### src/design/tpc_defines.svh
// Constants for the PWM and carrier generator timer block
// Notes on behaviour
// - On run enable, first count clock is swallowed; output stays inactive.
// - Duty write while counting is latched; the old duty value stays in use.
// - Latched duty moves in on old-duty match, unless fewer than three clocks passed.
// - PWM cycle match clears counter, drives output active, pulses the match interrupt.
// - PWM duty match drives output inactive; no clear and no interrupt.
// - Clearing run enable forces interrupt inactive, and output pin inactive unless carrier mode has remote 0.
// - Carrier mode exists only on timer index 1, gated by gate timer interrupt.
// - Low compare sets low width, high compare high width; low not rewritten running.
// - Pin low if enable 0, high if remote 0, carrier if both 1.
// - Staged enable is read/write; active enable is read-only, loaded from staged.
// - Gate interrupt synced to count clock; staged copied at second clock after.
// - Low compare first; each match pulses interrupt, clears, inverts carrier, swaps.
// - Carrier period is N+M+2 count clocks, high level M+1.
// - Carrier mode start holds internal carrier low until first low-compare match.
// - Active enable rising starts passing carrier at next carrier rising edge.
// - Active enable dropping while carrier high keeps pin high until carrier low.
// - PWM period N+1 count clocks, active width M+1, with M below N.
`ifndef TPC_DEFINES_SVH
`define TPC_DEFINES_SVH
`define TPC_ADDR_W 3
`define TPC_DATA_W 8
`define TPC_OFS_CTRL 3'h0
`define TPC_OFS_CMP_A 3'h1
`define TPC_OFS_CMP_B 3'h2
`define TPC_OFS_CARRIER 3'h3
`define TPC_OFS_COUNT 3'h4
`define TPC_CTRL_RUN 0
`define TPC_CTRL_MODE 1
`define TPC_CTRL_LEVEL 2
`define TPC_CAR_ACTIVE 0
`define TPC_CAR_STAGED 1
`define TPC_CAR_REMOTE 2
`define TPC_RST_BYTE 8'h00
`define TPC_DUTY_AGE_MIN 2'h3
`define TPC_XFER_CLOCKS 2'h2
`define TPC_TIMER_INDEX 1
`endif

### src/design/tpc_pkg.sv
// Types shared by the PWM and carrier generator timer block
package tpc_pkg;
   typedef enum logic {
      TPC_SEL_A = 1'b0,
      TPC_SEL_B = 1'b1
   } tpc_sel_e;
   typedef logic [7:0] tpc_byte_t;
   typedef struct packed {
      logic sync_q;
      logic [1:0] xcnt;
      logic active;
   } tpc_xfer_s;
   typedef struct packed {
      logic running;
      logic mask;
      logic carrier_mode;
      logic level_sel;
      tpc_sel_e sel;
      tpc_byte_t cnt;
      tpc_byte_t cmp_a;
      tpc_byte_t duty_act;
      tpc_byte_t duty_latch;
      logic pending;
      logic [1:0] age;
      logic pwm_out;
      logic carrier;
      logic pass;
      logic staged;
      logic remote;
      logic irq;
      logic pin;
      tpc_byte_t rdata;
   } tpc_state_s;
endpackage : tpc_pkg

### src/design/tpc_gate_xfer.sv
// Gate interrupt synchroniser and staged-to-active carrier enable transfer
`timescale 1ns/1ps
`include "tpc_defines.svh"
module tpc_gate_xfer (
   input wire logic clk_i,
   input wire logic rst_i,
   input wire logic tick_i,
   input wire logic gate_irq_i,
   input wire logic staged_i,
   output logic synced_o,
   output logic active_o
);
   tpc_pkg::tpc_xfer_s q;
   tpc_pkg::tpc_xfer_s d;

   // Sampling on the count tick makes the gate event one count clock wide
   always_comb begin
      d = q;
      if (tick_i) begin
         d.sync_q = gate_irq_i;
         if (q.xcnt == `TPC_XFER_CLOCKS) begin
            d.active = staged_i;
            d.xcnt = 2'h0;
         end else if (q.xcnt != 2'h0) begin
            d.xcnt = q.xcnt + 2'h1;
         end
         if (gate_irq_i && !q.sync_q) begin
            d.xcnt = 2'h1;
         end
      end
   end

   // State register
   always_ff @(posedge clk_i) begin
      if (rst_i) begin
         q <= '0;
      end else begin
         q <= d;
      end
   end

   assign synced_o = q.sync_q;
   assign active_o = q.active; // Only path into the active enable
endmodule : tpc_gate_xfer

### src/design/tpc_timer.sv
// PWM and carrier generator timer with its register port
//
// The register offsets and strobed register access are this design's own decisions.
`timescale 1ns/1ps
`include "tpc_defines.svh"
module tpc_timer (
   input wire logic CLK_I,
   input wire logic RST_I,
   input wire logic CNT_TICK_I,
   input wire logic GATE_IRQ_I,
   input wire logic [`TPC_ADDR_W-1:0] ADDR_I,
   input wire logic [`TPC_DATA_W-1:0] WDATA_I,
   input wire logic WR_I,
   input wire logic RD_I,
   output logic [`TPC_DATA_W-1:0] RDATA_O,
   output logic TOUT_O,
   output logic IRQ_O
);
   tpc_pkg::tpc_state_s q;
   tpc_pkg::tpc_state_s d;
   logic active_en;
   logic synced_pulse;

   // Compare selected for the current half of the waveform
   function automatic tpc_pkg::tpc_byte_t cmp_value(input tpc_pkg::tpc_state_s s);
      cmp_value = (s.sel == tpc_pkg::TPC_SEL_A) ? s.cmp_a : s.duty_act;
   endfunction : cmp_value

   // Gate interrupt crossing and the master/slave enable pair
   tpc_gate_xfer u_xfer (
      .clk_i(CLK_I),
      .rst_i(RST_I),
      .tick_i(CNT_TICK_I),
      .gate_irq_i(GATE_IRQ_I),
      .staged_i(q.staged),
      .synced_o(synced_pulse),
      .active_o(active_en)
   );

   logic wr_ctrl;
   logic wr_cmp_a;
   logic wr_cmp_b;
   logic wr_car;
   logic match;
   assign wr_ctrl = WR_I && (ADDR_I == `TPC_OFS_CTRL);
   assign wr_cmp_a = WR_I && (ADDR_I == `TPC_OFS_CMP_A);
   assign wr_cmp_b = WR_I && (ADDR_I == `TPC_OFS_CMP_B);
   assign wr_car = WR_I && (ADDR_I == `TPC_OFS_CARRIER);
   assign match = (q.cnt == cmp_value(q));

   // Next-state logic: register writes first, then the counting engine
   always_comb begin
      d = q;
      d.rdata = `TPC_RST_BYTE;
      if (wr_ctrl) begin
         d.level_sel = WDATA_I[`TPC_CTRL_LEVEL];
         // Mode change only while stopped; carrier mode is a one-instance feature
         if (!q.running) begin
            d.carrier_mode = WDATA_I[`TPC_CTRL_MODE] && (`TPC_TIMER_INDEX == 1);
         end
         if (WDATA_I[`TPC_CTRL_RUN] && !q.running) begin
            d.running = 1'b1;
            d.mask = 1'b1;
            d.cnt = `TPC_RST_BYTE;
            d.sel = tpc_pkg::TPC_SEL_A;
            d.pwm_out = 1'b0;
            d.carrier = 1'b0;
            d.pass = 1'b0;
            d.irq = 1'b0;
         end else if (!WDATA_I[`TPC_CTRL_RUN]) begin
            d.running = 1'b0;
            d.irq = 1'b0;
            d.pwm_out = 1'b0;
            d.carrier = 1'b0;
            d.pass = 1'b0;
         end
      end
      // A running low/cycle compare is never replaced under the counter
      if (wr_cmp_a && !q.running) begin
         d.cmp_a = WDATA_I;
      end
      if (wr_cmp_b) begin
         d.duty_latch = WDATA_I;
         if (q.running) begin
            d.pending = 1'b1;
            d.age = 2'h0;
         end else begin
            d.duty_act = WDATA_I;
            d.pending = 1'b0;
         end
      end
      if (wr_car) begin
         d.staged = WDATA_I[`TPC_CAR_STAGED];
         d.remote = WDATA_I[`TPC_CAR_REMOTE];
      end
      // Count engine advances only on the selected count clock
      if (CNT_TICK_I && q.running && !(wr_ctrl && !WDATA_I[`TPC_CTRL_RUN])) begin
         d.irq = 1'b0;
         if (q.pending && q.age != `TPC_DUTY_AGE_MIN && !wr_cmp_b) begin
            d.age = q.age + 2'h1;
         end
         if (q.mask) begin
            d.mask = 1'b0;
         end else if (!match) begin
            d.cnt = q.cnt + 8'h01;
         end else if (q.carrier_mode) begin
            d.irq = 1'b1;
            d.cnt = `TPC_RST_BYTE;
            d.carrier = !q.carrier;
            d.sel = (q.sel == tpc_pkg::TPC_SEL_A) ? tpc_pkg::TPC_SEL_B : tpc_pkg::TPC_SEL_A;
         end else if (q.sel == tpc_pkg::TPC_SEL_A) begin
            d.cnt = `TPC_RST_BYTE;
            d.pwm_out = 1'b1;
            d.irq = 1'b1;
            d.sel = tpc_pkg::TPC_SEL_B;
         end else begin
            d.cnt = q.cnt + 8'h01;
            d.pwm_out = 1'b0;
            d.sel = tpc_pkg::TPC_SEL_A;
         end
         // Latched value is taken on a match with the old high/duty value
         if (!q.mask && match && q.sel == tpc_pkg::TPC_SEL_B && q.pending && !wr_cmp_b) begin
            if (q.age == `TPC_DUTY_AGE_MIN) begin
               d.duty_act = q.duty_latch;
               d.pending = 1'b0;
            end
         end
      end
      // Carrier gating: start on a carrier rising edge, stop only once it is low
      if (q.carrier_mode) begin
         if (active_en && !q.carrier && d.carrier) begin
            d.pass = 1'b1;
         end else if (!active_en && !d.carrier) begin
            d.pass = 1'b0;
         end
      end
      // Pin follows the next state so it stays one flop behind its cause
      // Next mode decides the branch, so a mode write never leaks a PWM level
      if (!d.carrier_mode) begin
         d.pin = d.pwm_out ^ d.level_sel;
      end else if (!d.remote) begin
         d.pin = active_en;
      end else begin
         d.pin = d.pass && d.carrier;
      end
      // Read data answer in the cycle after the strobe; unmapped reads as zero
      if (RD_I) begin
         case (ADDR_I)
            `TPC_OFS_CTRL: begin
               d.rdata = {5'h00, q.level_sel, q.carrier_mode, q.running};
            end
            `TPC_OFS_CMP_A: begin
               d.rdata = q.cmp_a;
            end
            `TPC_OFS_CMP_B: begin
               d.rdata = q.duty_act;
            end
            `TPC_OFS_CARRIER: begin
               d.rdata = {5'h00, q.remote, q.staged, active_en};
            end
            `TPC_OFS_COUNT: begin
               d.rdata = q.cnt;
            end
            default: begin
               d.rdata = `TPC_RST_BYTE;
            end
         endcase
      end
   end

   // State register
   always_ff @(posedge CLK_I) begin
      if (RST_I) begin
         q <= '0;
      end else begin
         q <= d;
      end
   end

   // Outputs straight from the state flops
   assign RDATA_O = q.rdata;
   assign TOUT_O = q.pin;
   assign IRQ_O = q.irq;
endmodule : tpc_timer

### config.mk
export PLATFORM = sky130hd
export DESIGN_NAME = tpc_timer
export DESIGN_NICKNAME = d
export VERILOG_FILES = /design/src/design/tpc_pkg.sv /design/src/design/tpc_gate_xfer.sv /design/src/design/tpc_timer.sv
export VERILOG_INCLUDE_DIRS = /design/src /design/src/design
export SDC_FILE = /design/constraint.sdc
export NUM_CORES = 1
export LEC_CHECK = 0
export ABC_CLOCK_PERIOD_IN_PS = 4830
export BUFFER_PORTS_ARGS = -buffer_cell sky130_fd_sc_hd__buf_2
export CORE_MARGIN = 5
export CORE_UTILIZATION = 55
export CTS_CLUSTER_SIZE = 40
export DETAILED_ROUTE_END_ITERATION = 10
export PLACE_DENSITY = 0.75
export SKIP_CTS_REPAIR_TIMING = 1
export SYNTH_ARGS = -nofsm -noshare
export SYNTH_HDL_FRONTEND = slang
export SYNTH_SLANG_ARGS = --single-unit
### constraint.sdc
create_clock -name CLK_I -period 4.83 [get_ports CLK_I]
set_clock_uncertainty 0.2 [all_clocks]
set_input_delay 0.483 -clock CLK_I [delete_from_list [all_inputs] [get_ports CLK_I]]
set_output_delay 0.483 -clock CLK_I [all_outputs]
set_load 0.005 [all_outputs]
* Word level (Yosys, flattened, before mapping)
Cells that the tools add are included.
** Cells by class
- Reduce and logical (&&, ||, !) cells :: 38
- Mux-type cells :: 50
- Add/subtract/negate cells :: 3
- Eq/ne operators :: 10
- Bitwise operators :: 2
** Operators with widths (count)
- $mux W8 :: 6
- $mux W9 :: 5
- $pmux W8 S5 :: 1
- $mux W1 :: 25
- $logic_and A1 B1 Y1 :: 20
- $mux W19 :: 1
- $mux W2 :: 7
- $mux W12 :: 1
- $logic_not A1 Y1 :: 9
- $mux W3 :: 3
- $add A8 B1 Y8 const B :: 1
- $eq A8 B8 Y1 :: 1
- $reduce_and A2 Y1 :: 4
- $eq A3 B2 Y1 const B :: 2
- $mux W5 :: 1
- $add A2 B1 Y2 const B :: 2
- $eq A2 B2 Y1 const B :: 2
- $reduce_bool A2 Y1 :: 2
- $eq A3 B1 Y1 const B :: 1
- $eq A3 B3 Y1 const B :: 1
- $logic_not A3 Y1 :: 1
- $ne A3 B1 Y1 const B :: 1
- $reduce_bool A3 Y1 :: 1
- $ne A2 B1 Y1 const B :: 1
- 4 further kinds :: 4
** Storage, ports and cells
- Word-level logic and storage cells :: 125
- Output and inout port bits :: 10
- Bits of input ports :: 17
- Bits in registers :: 59

* Logic depth before layout (Yosys ltp)
- Depth in word-level cells :: 16
- Depth in mapped cells :: 9

* Cells and area by module
From an unflattened synthesis, not the netlist that was laid out.
** Unflattened totals
- Cell total of the unflattened synthesis :: 347
- Area total of the unflattened synthesis :: 2989.1 um2
** Modules (own cells, without submodules)
- tpc_timer :: instances 1, area an instance 2817.7 um2, sequential area each 1101.1 um2, cells an instance 330
- tpc_gate_xfer :: instances 1, area an instance 171.4 um2, sequential area each 80.1 um2, cells an instance 17

* Worst setup path before layout
OpenSTA, ideal clock, no wires.
- Kind :: input port to flip-flop
- Start point :: input port ADDR_I[2]
- End point :: register q, in the netlist TOUT_O
- Path buffers :: 2
- Arrival time :: 2230 ps
- Slack :: 2297 ps
- Cell stages on the path :: 8
- Library setup time :: 103 ps
- Path through :: clkbuf_1 -> or4b_1 -> buf_4 -> nor2_1 -> nor3_2 -> nand4_1 -> mux2_2 -> a2111oi_2
** Between the ends
- Longest elaborated chain between the ends :: 15
- Elaborated cells between the ends (all ways) :: 25
** RTL lines
- start: declaration :: RTL line tpc_timer.sv:11 : input wire logic [`TPC_ADDR_W-1:0] ADDR_I,
- $logic_not A3 Y1
- $logic_and A1 B1 Y1 :: RTL line tpc_timer.sv:45 : assign wr_ctrl = WR_I && (ADDR_I == `TPC_OFS_CTRL);
- $mux W3 :: RTL line tpc_timer.sv:55 : if (wr_ctrl) begin
- $mux W1 :: RTL line tpc_timer.sv:106 : end else if (q.carrier_mode) begin
- $mux W2 :: RTL line tpc_timer.sv:104 : end else if (!match) begin
- $mux W2 :: RTL line tpc_timer.sv:102 : if (q.mask) begin
- $mux W5 :: RTL line tpc_timer.sv:97 : if (CNT_TICK_I && q.running && !(wr_ctrl && !WDATA_I[`TPC_CTRL_RUN])) begin
- $logic_not A1 Y1 :: RTL line tpc_timer.sv:133 : end else if (!active_en && !d.carrier) begin
- $logic_and A1 B1 Y1 :: RTL line tpc_timer.sv:133
- $mux W1 :: RTL line tpc_timer.sv:133
- $mux W1 :: RTL line tpc_timer.sv:131 : if (active_en && !q.carrier && d.carrier) begin
- $mux W1 :: RTL line tpc_timer.sv:130 : if (q.carrier_mode) begin
- $logic_and A1 B1 Y1 :: RTL line tpc_timer.sv:144 : d.pin = d.pass && d.carrier;
- $mux W1 :: RTL line tpc_timer.sv:141 : end else if (!d.remote) begin
- $mux W1 (*) :: RTL line tpc_timer.sv:139 : if (!d.carrier_mode) begin
- end signal: assignment :: RTL line tpc_timer.sv:174 : q <= '0;
- end signal: assignment :: RTL line tpc_timer.sv:176 : q <= d;
- end: declaration :: RTL line tpc_timer.sv:19 : tpc_pkg::tpc_state_s q;
Every way passes the cells marked *; elsewhere a longest branch is shown, timed or not.
A chain may end at the register's enable or synchronous reset.

* Worst setup path in the final report
- Start point :: register q[50] (netlist bit)
- End point :: register q, in the netlist TOUT_O
** Between the ends
- Longest elaborated chain between the ends :: 13
- Elaborated cells between the ends (all ways) :: 17
** RTL lines
- $mux W8 :: RTL line tpc_timer.sv:26 : cmp_value = (s.sel == tpc_pkg::TPC_SEL_A) ? s.cmp_a : s.duty_act;
- $eq A8 B8 Y1 :: RTL line tpc_timer.sv:49 : assign match = (q.cnt == cmp_value(q));
- $mux W2 (*) :: RTL line tpc_timer.sv:104
- $mux W2 (*) :: RTL line tpc_timer.sv:102
- $mux W5 (*) :: RTL line tpc_timer.sv:97
- $logic_not A1 Y1 :: RTL line tpc_timer.sv:133
- $logic_and A1 B1 Y1 :: RTL line tpc_timer.sv:133
- $mux W1 :: RTL line tpc_timer.sv:133
- $mux W1 :: RTL line tpc_timer.sv:131
- $mux W1 :: RTL line tpc_timer.sv:130
- $logic_and A1 B1 Y1 :: RTL line tpc_timer.sv:144
- $mux W1 :: RTL line tpc_timer.sv:141
- $mux W1 (*) :: RTL line tpc_timer.sv:139
Marked as above.

==> results.tsv <==
stage	metric	value	unit
cts	path_clk_slew	0.07	ns
final_layout	drive_gt1_frac	0.157	
worst_setup_path	start_kind	register	
pwr	finalPower	1030	µW
timing	rsz0062_at_grt	no	
die	start_util	0.576	
place	dp_hpwl	4.86	mm
cts	clock_sinks	59	
logic_synthesis	synth_area_leaders	dfxtp_1 40%, mux2i_1 8.4%, nor2_1 7.1%	
die	core	5170	µm²
logic_synthesis	synth-edff-count	0	
grt	grt_pass1_wl	11.4	mm
grt	grtUsageTotal	0.201	
cts	cts_tree	yes	
worst_hold_path	min_path_type	in -> reg	
pwr	ir_drop	0.183	mV
worst_setup_path	cp_max_fo	14	
outcome	status	finished clean	
timing	worst_slack	2.01	ns
logic_synthesis	yosysSeqAreaShare	0.396	
logic_synthesis	synth-seq-cells	59	
drt	drc	0	
logic_synthesis	syn_area	2980	µm²
place	place.gp.congestion	0.839	
drt	via_count	2576	
final_layout	final_cell_count_no_fill	433	
timing	finalSetupViolCount	0	
grt	grt_pass1_vias	2260	
final_layout	diodes	0	
die	die_width	83.6	µm
pwr	pwr-share-seq	0.489	
grt	antenna_found_initial	0	
pwr	switchingPower	233	µW
timing	fin_crit	2.82	ns
final_layout	seq_area	1180	µm²
worst_setup_path	crit_arrival	2.84	ns
cts	numCtsBuffers	9	
worst_hold_path	whs_path_depth	3	
place	dpl_worst_slack	1.86	ns
timing	slew_violations	0	
pwr	power_frac_comb	0.066	
drt	via_per_inst	5.95	
drt	wl_per_cell	16.0	µm
final_layout	n_fill_cell	463	
die	dieHeight	83.6	µm
timing	hold_viol	0	
timing	fmax	0.354	GHz
logic_synthesis	synth_nets	370	
drt	route.antenna.remaining_nets	0	
worst_hold_path	worstHoldStart	WDATA_I[6]	
pwr	powerDensity	315	nW/µm²
cts	root_buffer	clkbuf_8	
drt	drt_pass1_iterations	5	
worst_hold_path	hold_end	q[24]	
die	die_area	6990	µm²
logic_synthesis	synthArstFlopShare	0	
pwr	p_leak	0.00123	µW
timing	setup_tns	0	ns
die	num_rows	26	
grt	grt_overflow_total	0	
final_layout	multi_input_area	1630	µm²
cts	htreeDepth	3	
logic_synthesis	yosys.area.top_type_share	0.396	
timing	relSlewSlack	0.173	
place	io_buffers	26	
drt	drt_wl_total	6.91	mm
worst_setup_path	rr_startpoint	q[50]	
cts	clockBufferDepth	2	
logic_synthesis	netlist_instances	351	
worst_setup_path	critical_path_class	reg -> reg	
worst_setup_path	r2r-end	TOUT_O	
worst_setup_path	rrSetupSlack	2.01	ns
logic_synthesis	yosys_warnings	0	
timing	worst_pin_slew	1.22	ns
final_layout	final_nets	379	
die	pin_count	27	
cts	clk-insertion-delay-late	0.33	ns
final_layout	areaGrowthSynthToFinish	9.28	%
logic_synthesis	ys_dominant_reg_cell	dfxtp_1	
grt	grt_max_degree	49	
worst_setup_path	cp-end-kind	register	
logic_synthesis	synth_cell_type_count	48	
pwr	swShare	0.227	
logic_synthesis	syn_avg_cell_area	8.49	µm²
worst_setup_path	reg2reg_depth	6	
worst_setup_path	worstPathRequired	4.85	ns
place	dp_cells	419	
job	max_cap_viol_count	0	
drt	drt-initial-drc-count	254	
pwr	clkPwrFrac	0.445	
timing	fin_crit_sh	0.585	
logic_synthesis	yosys.area.top_type	dfxtp_1	
pwr	internal_power	793	µW
==> kinds of logic after synthesis <==
kind of cell,after synthesis,share of synthesized area
simple gates,138,0.231
compound gates,78,0.170
flops,59,0.396
buf+inv,33,0.0584
mux,31,0.107
xor+xnor,10,0.0294
fa+ha+maj,2,0.00840
==> worst max path at each step <==
| stage | from | depth (start not counted) | end |
|---|---|---|---|
| 2_1_floorplan | ADDR_I[2] | 8 | TOUT_O |
| 3_3_place_gp | ADDR_I[1] | 7 | TOUT_O |
| 3_5_place_dp | ADDR_I[1] | 6 | q[32] |
| 4_1_cts | q[50] | 5 | q[32] |
| 6_report | q[50] | 6 | TOUT_O |
| 5_1_grt | q[50] | 6 | TOUT_O |
==> per-stage QoR <==
step            util  area [µm²]  hold WS (ns)
4_1_cts        0.629        3260         0.192
6_report       0.629        3260         0.209
3_5_place_dp   0.591        3060         0.248
5_1_grt        0.629        3260         0.193
2_1_floorplan      -        2980         0.237
3_3_place_gp   0.591        3060         0.247
==> power groups by stage <==
stage	sequential, µW	clock (µW)	combinational [µW]
after global routing	502	496	74.4
after floorplan	509	0	49.8
after detailed placement	512	0	67.2
after CTS	501	469	67.5
final	502	456	67.9
after global placement	512	0	66.4
==> critical path: stages (launching register included) <==
cell and delay [ns]:
dfxtp_1 0.74, mux2i_1 0.32, xnor2_1 0.15, nor4_4 0.46, nand3_1 0.24, o221a_1 0.27
a2111oi_2 0.33
==> state kept, by name, summed over array words and instances (netlist names) <==
signal           cells
TOUT_O               1
RDATA_O              8
IRQ_O                1
q                   45
u_xfer.active_o      1
u_xfer.synced_o      1
u_xfer.q             2
==> cells in the mapped netlist, types with 2 or more instances <==
cell type	n
nand3_1	6
dfxtp_1	59
buf_1	2
nand4_1	3
a22oi_1	9
buf_6	2
buf_4	9
a21o_1	2
nor4_4	2
nor2_1	56
o22a_1	2
nand2b_1	5
and2_1	2
clkbuf_1	16
mux2_2	6
nor2b_1	3
ha_1	2
xnor2_1	9
inv_1	3
nand2_1	39
a22o_1	2
nand3b_1	6
or2_2	2
mux2i_1	25
o21ai_0	15
nor4bb_1	2
a21oi_1	28
a311oi_1	11
and3_1	4
==> final cells by class <==
type	count	area share
Clock buffer	12	0.0507
Clock inverter	2	0.0108
Inverter	3	0.00346
Multi-Input combinational cell	259	0.501
Sequential cell	59	0.363
Tap cell	70	0.0269
Timing Repair Buffer	28	0.0446
==> placed cells by master, fill, tap and decap left out, types with 4 or more instances in the layout <==
master,Yosys,final
nand2b_1,5,5
a22oi_1,9,9
and3_1,4,4
nand2_1,39,39
nor2_1,56,56
nand3b_1,6,6
nand3_1,6,6
buf_2,1,26
mux2i_1,25,25
dfxtp_1,59,59
o21ai_0,15,15
a21oi_1,28,28
a311oi_1,11,11
clkbuf_8,0,12
mux2_2,6,6
xnor2_1,9,9
==> per-layer routing <==
layer,global-route usage,share of wire
met5,0,0
met1,0.285,0.48
met4,0.0775,0.019
met3,0.0543,0.058
met2,0.287,0.44
(Power assumes the default switching activity.)
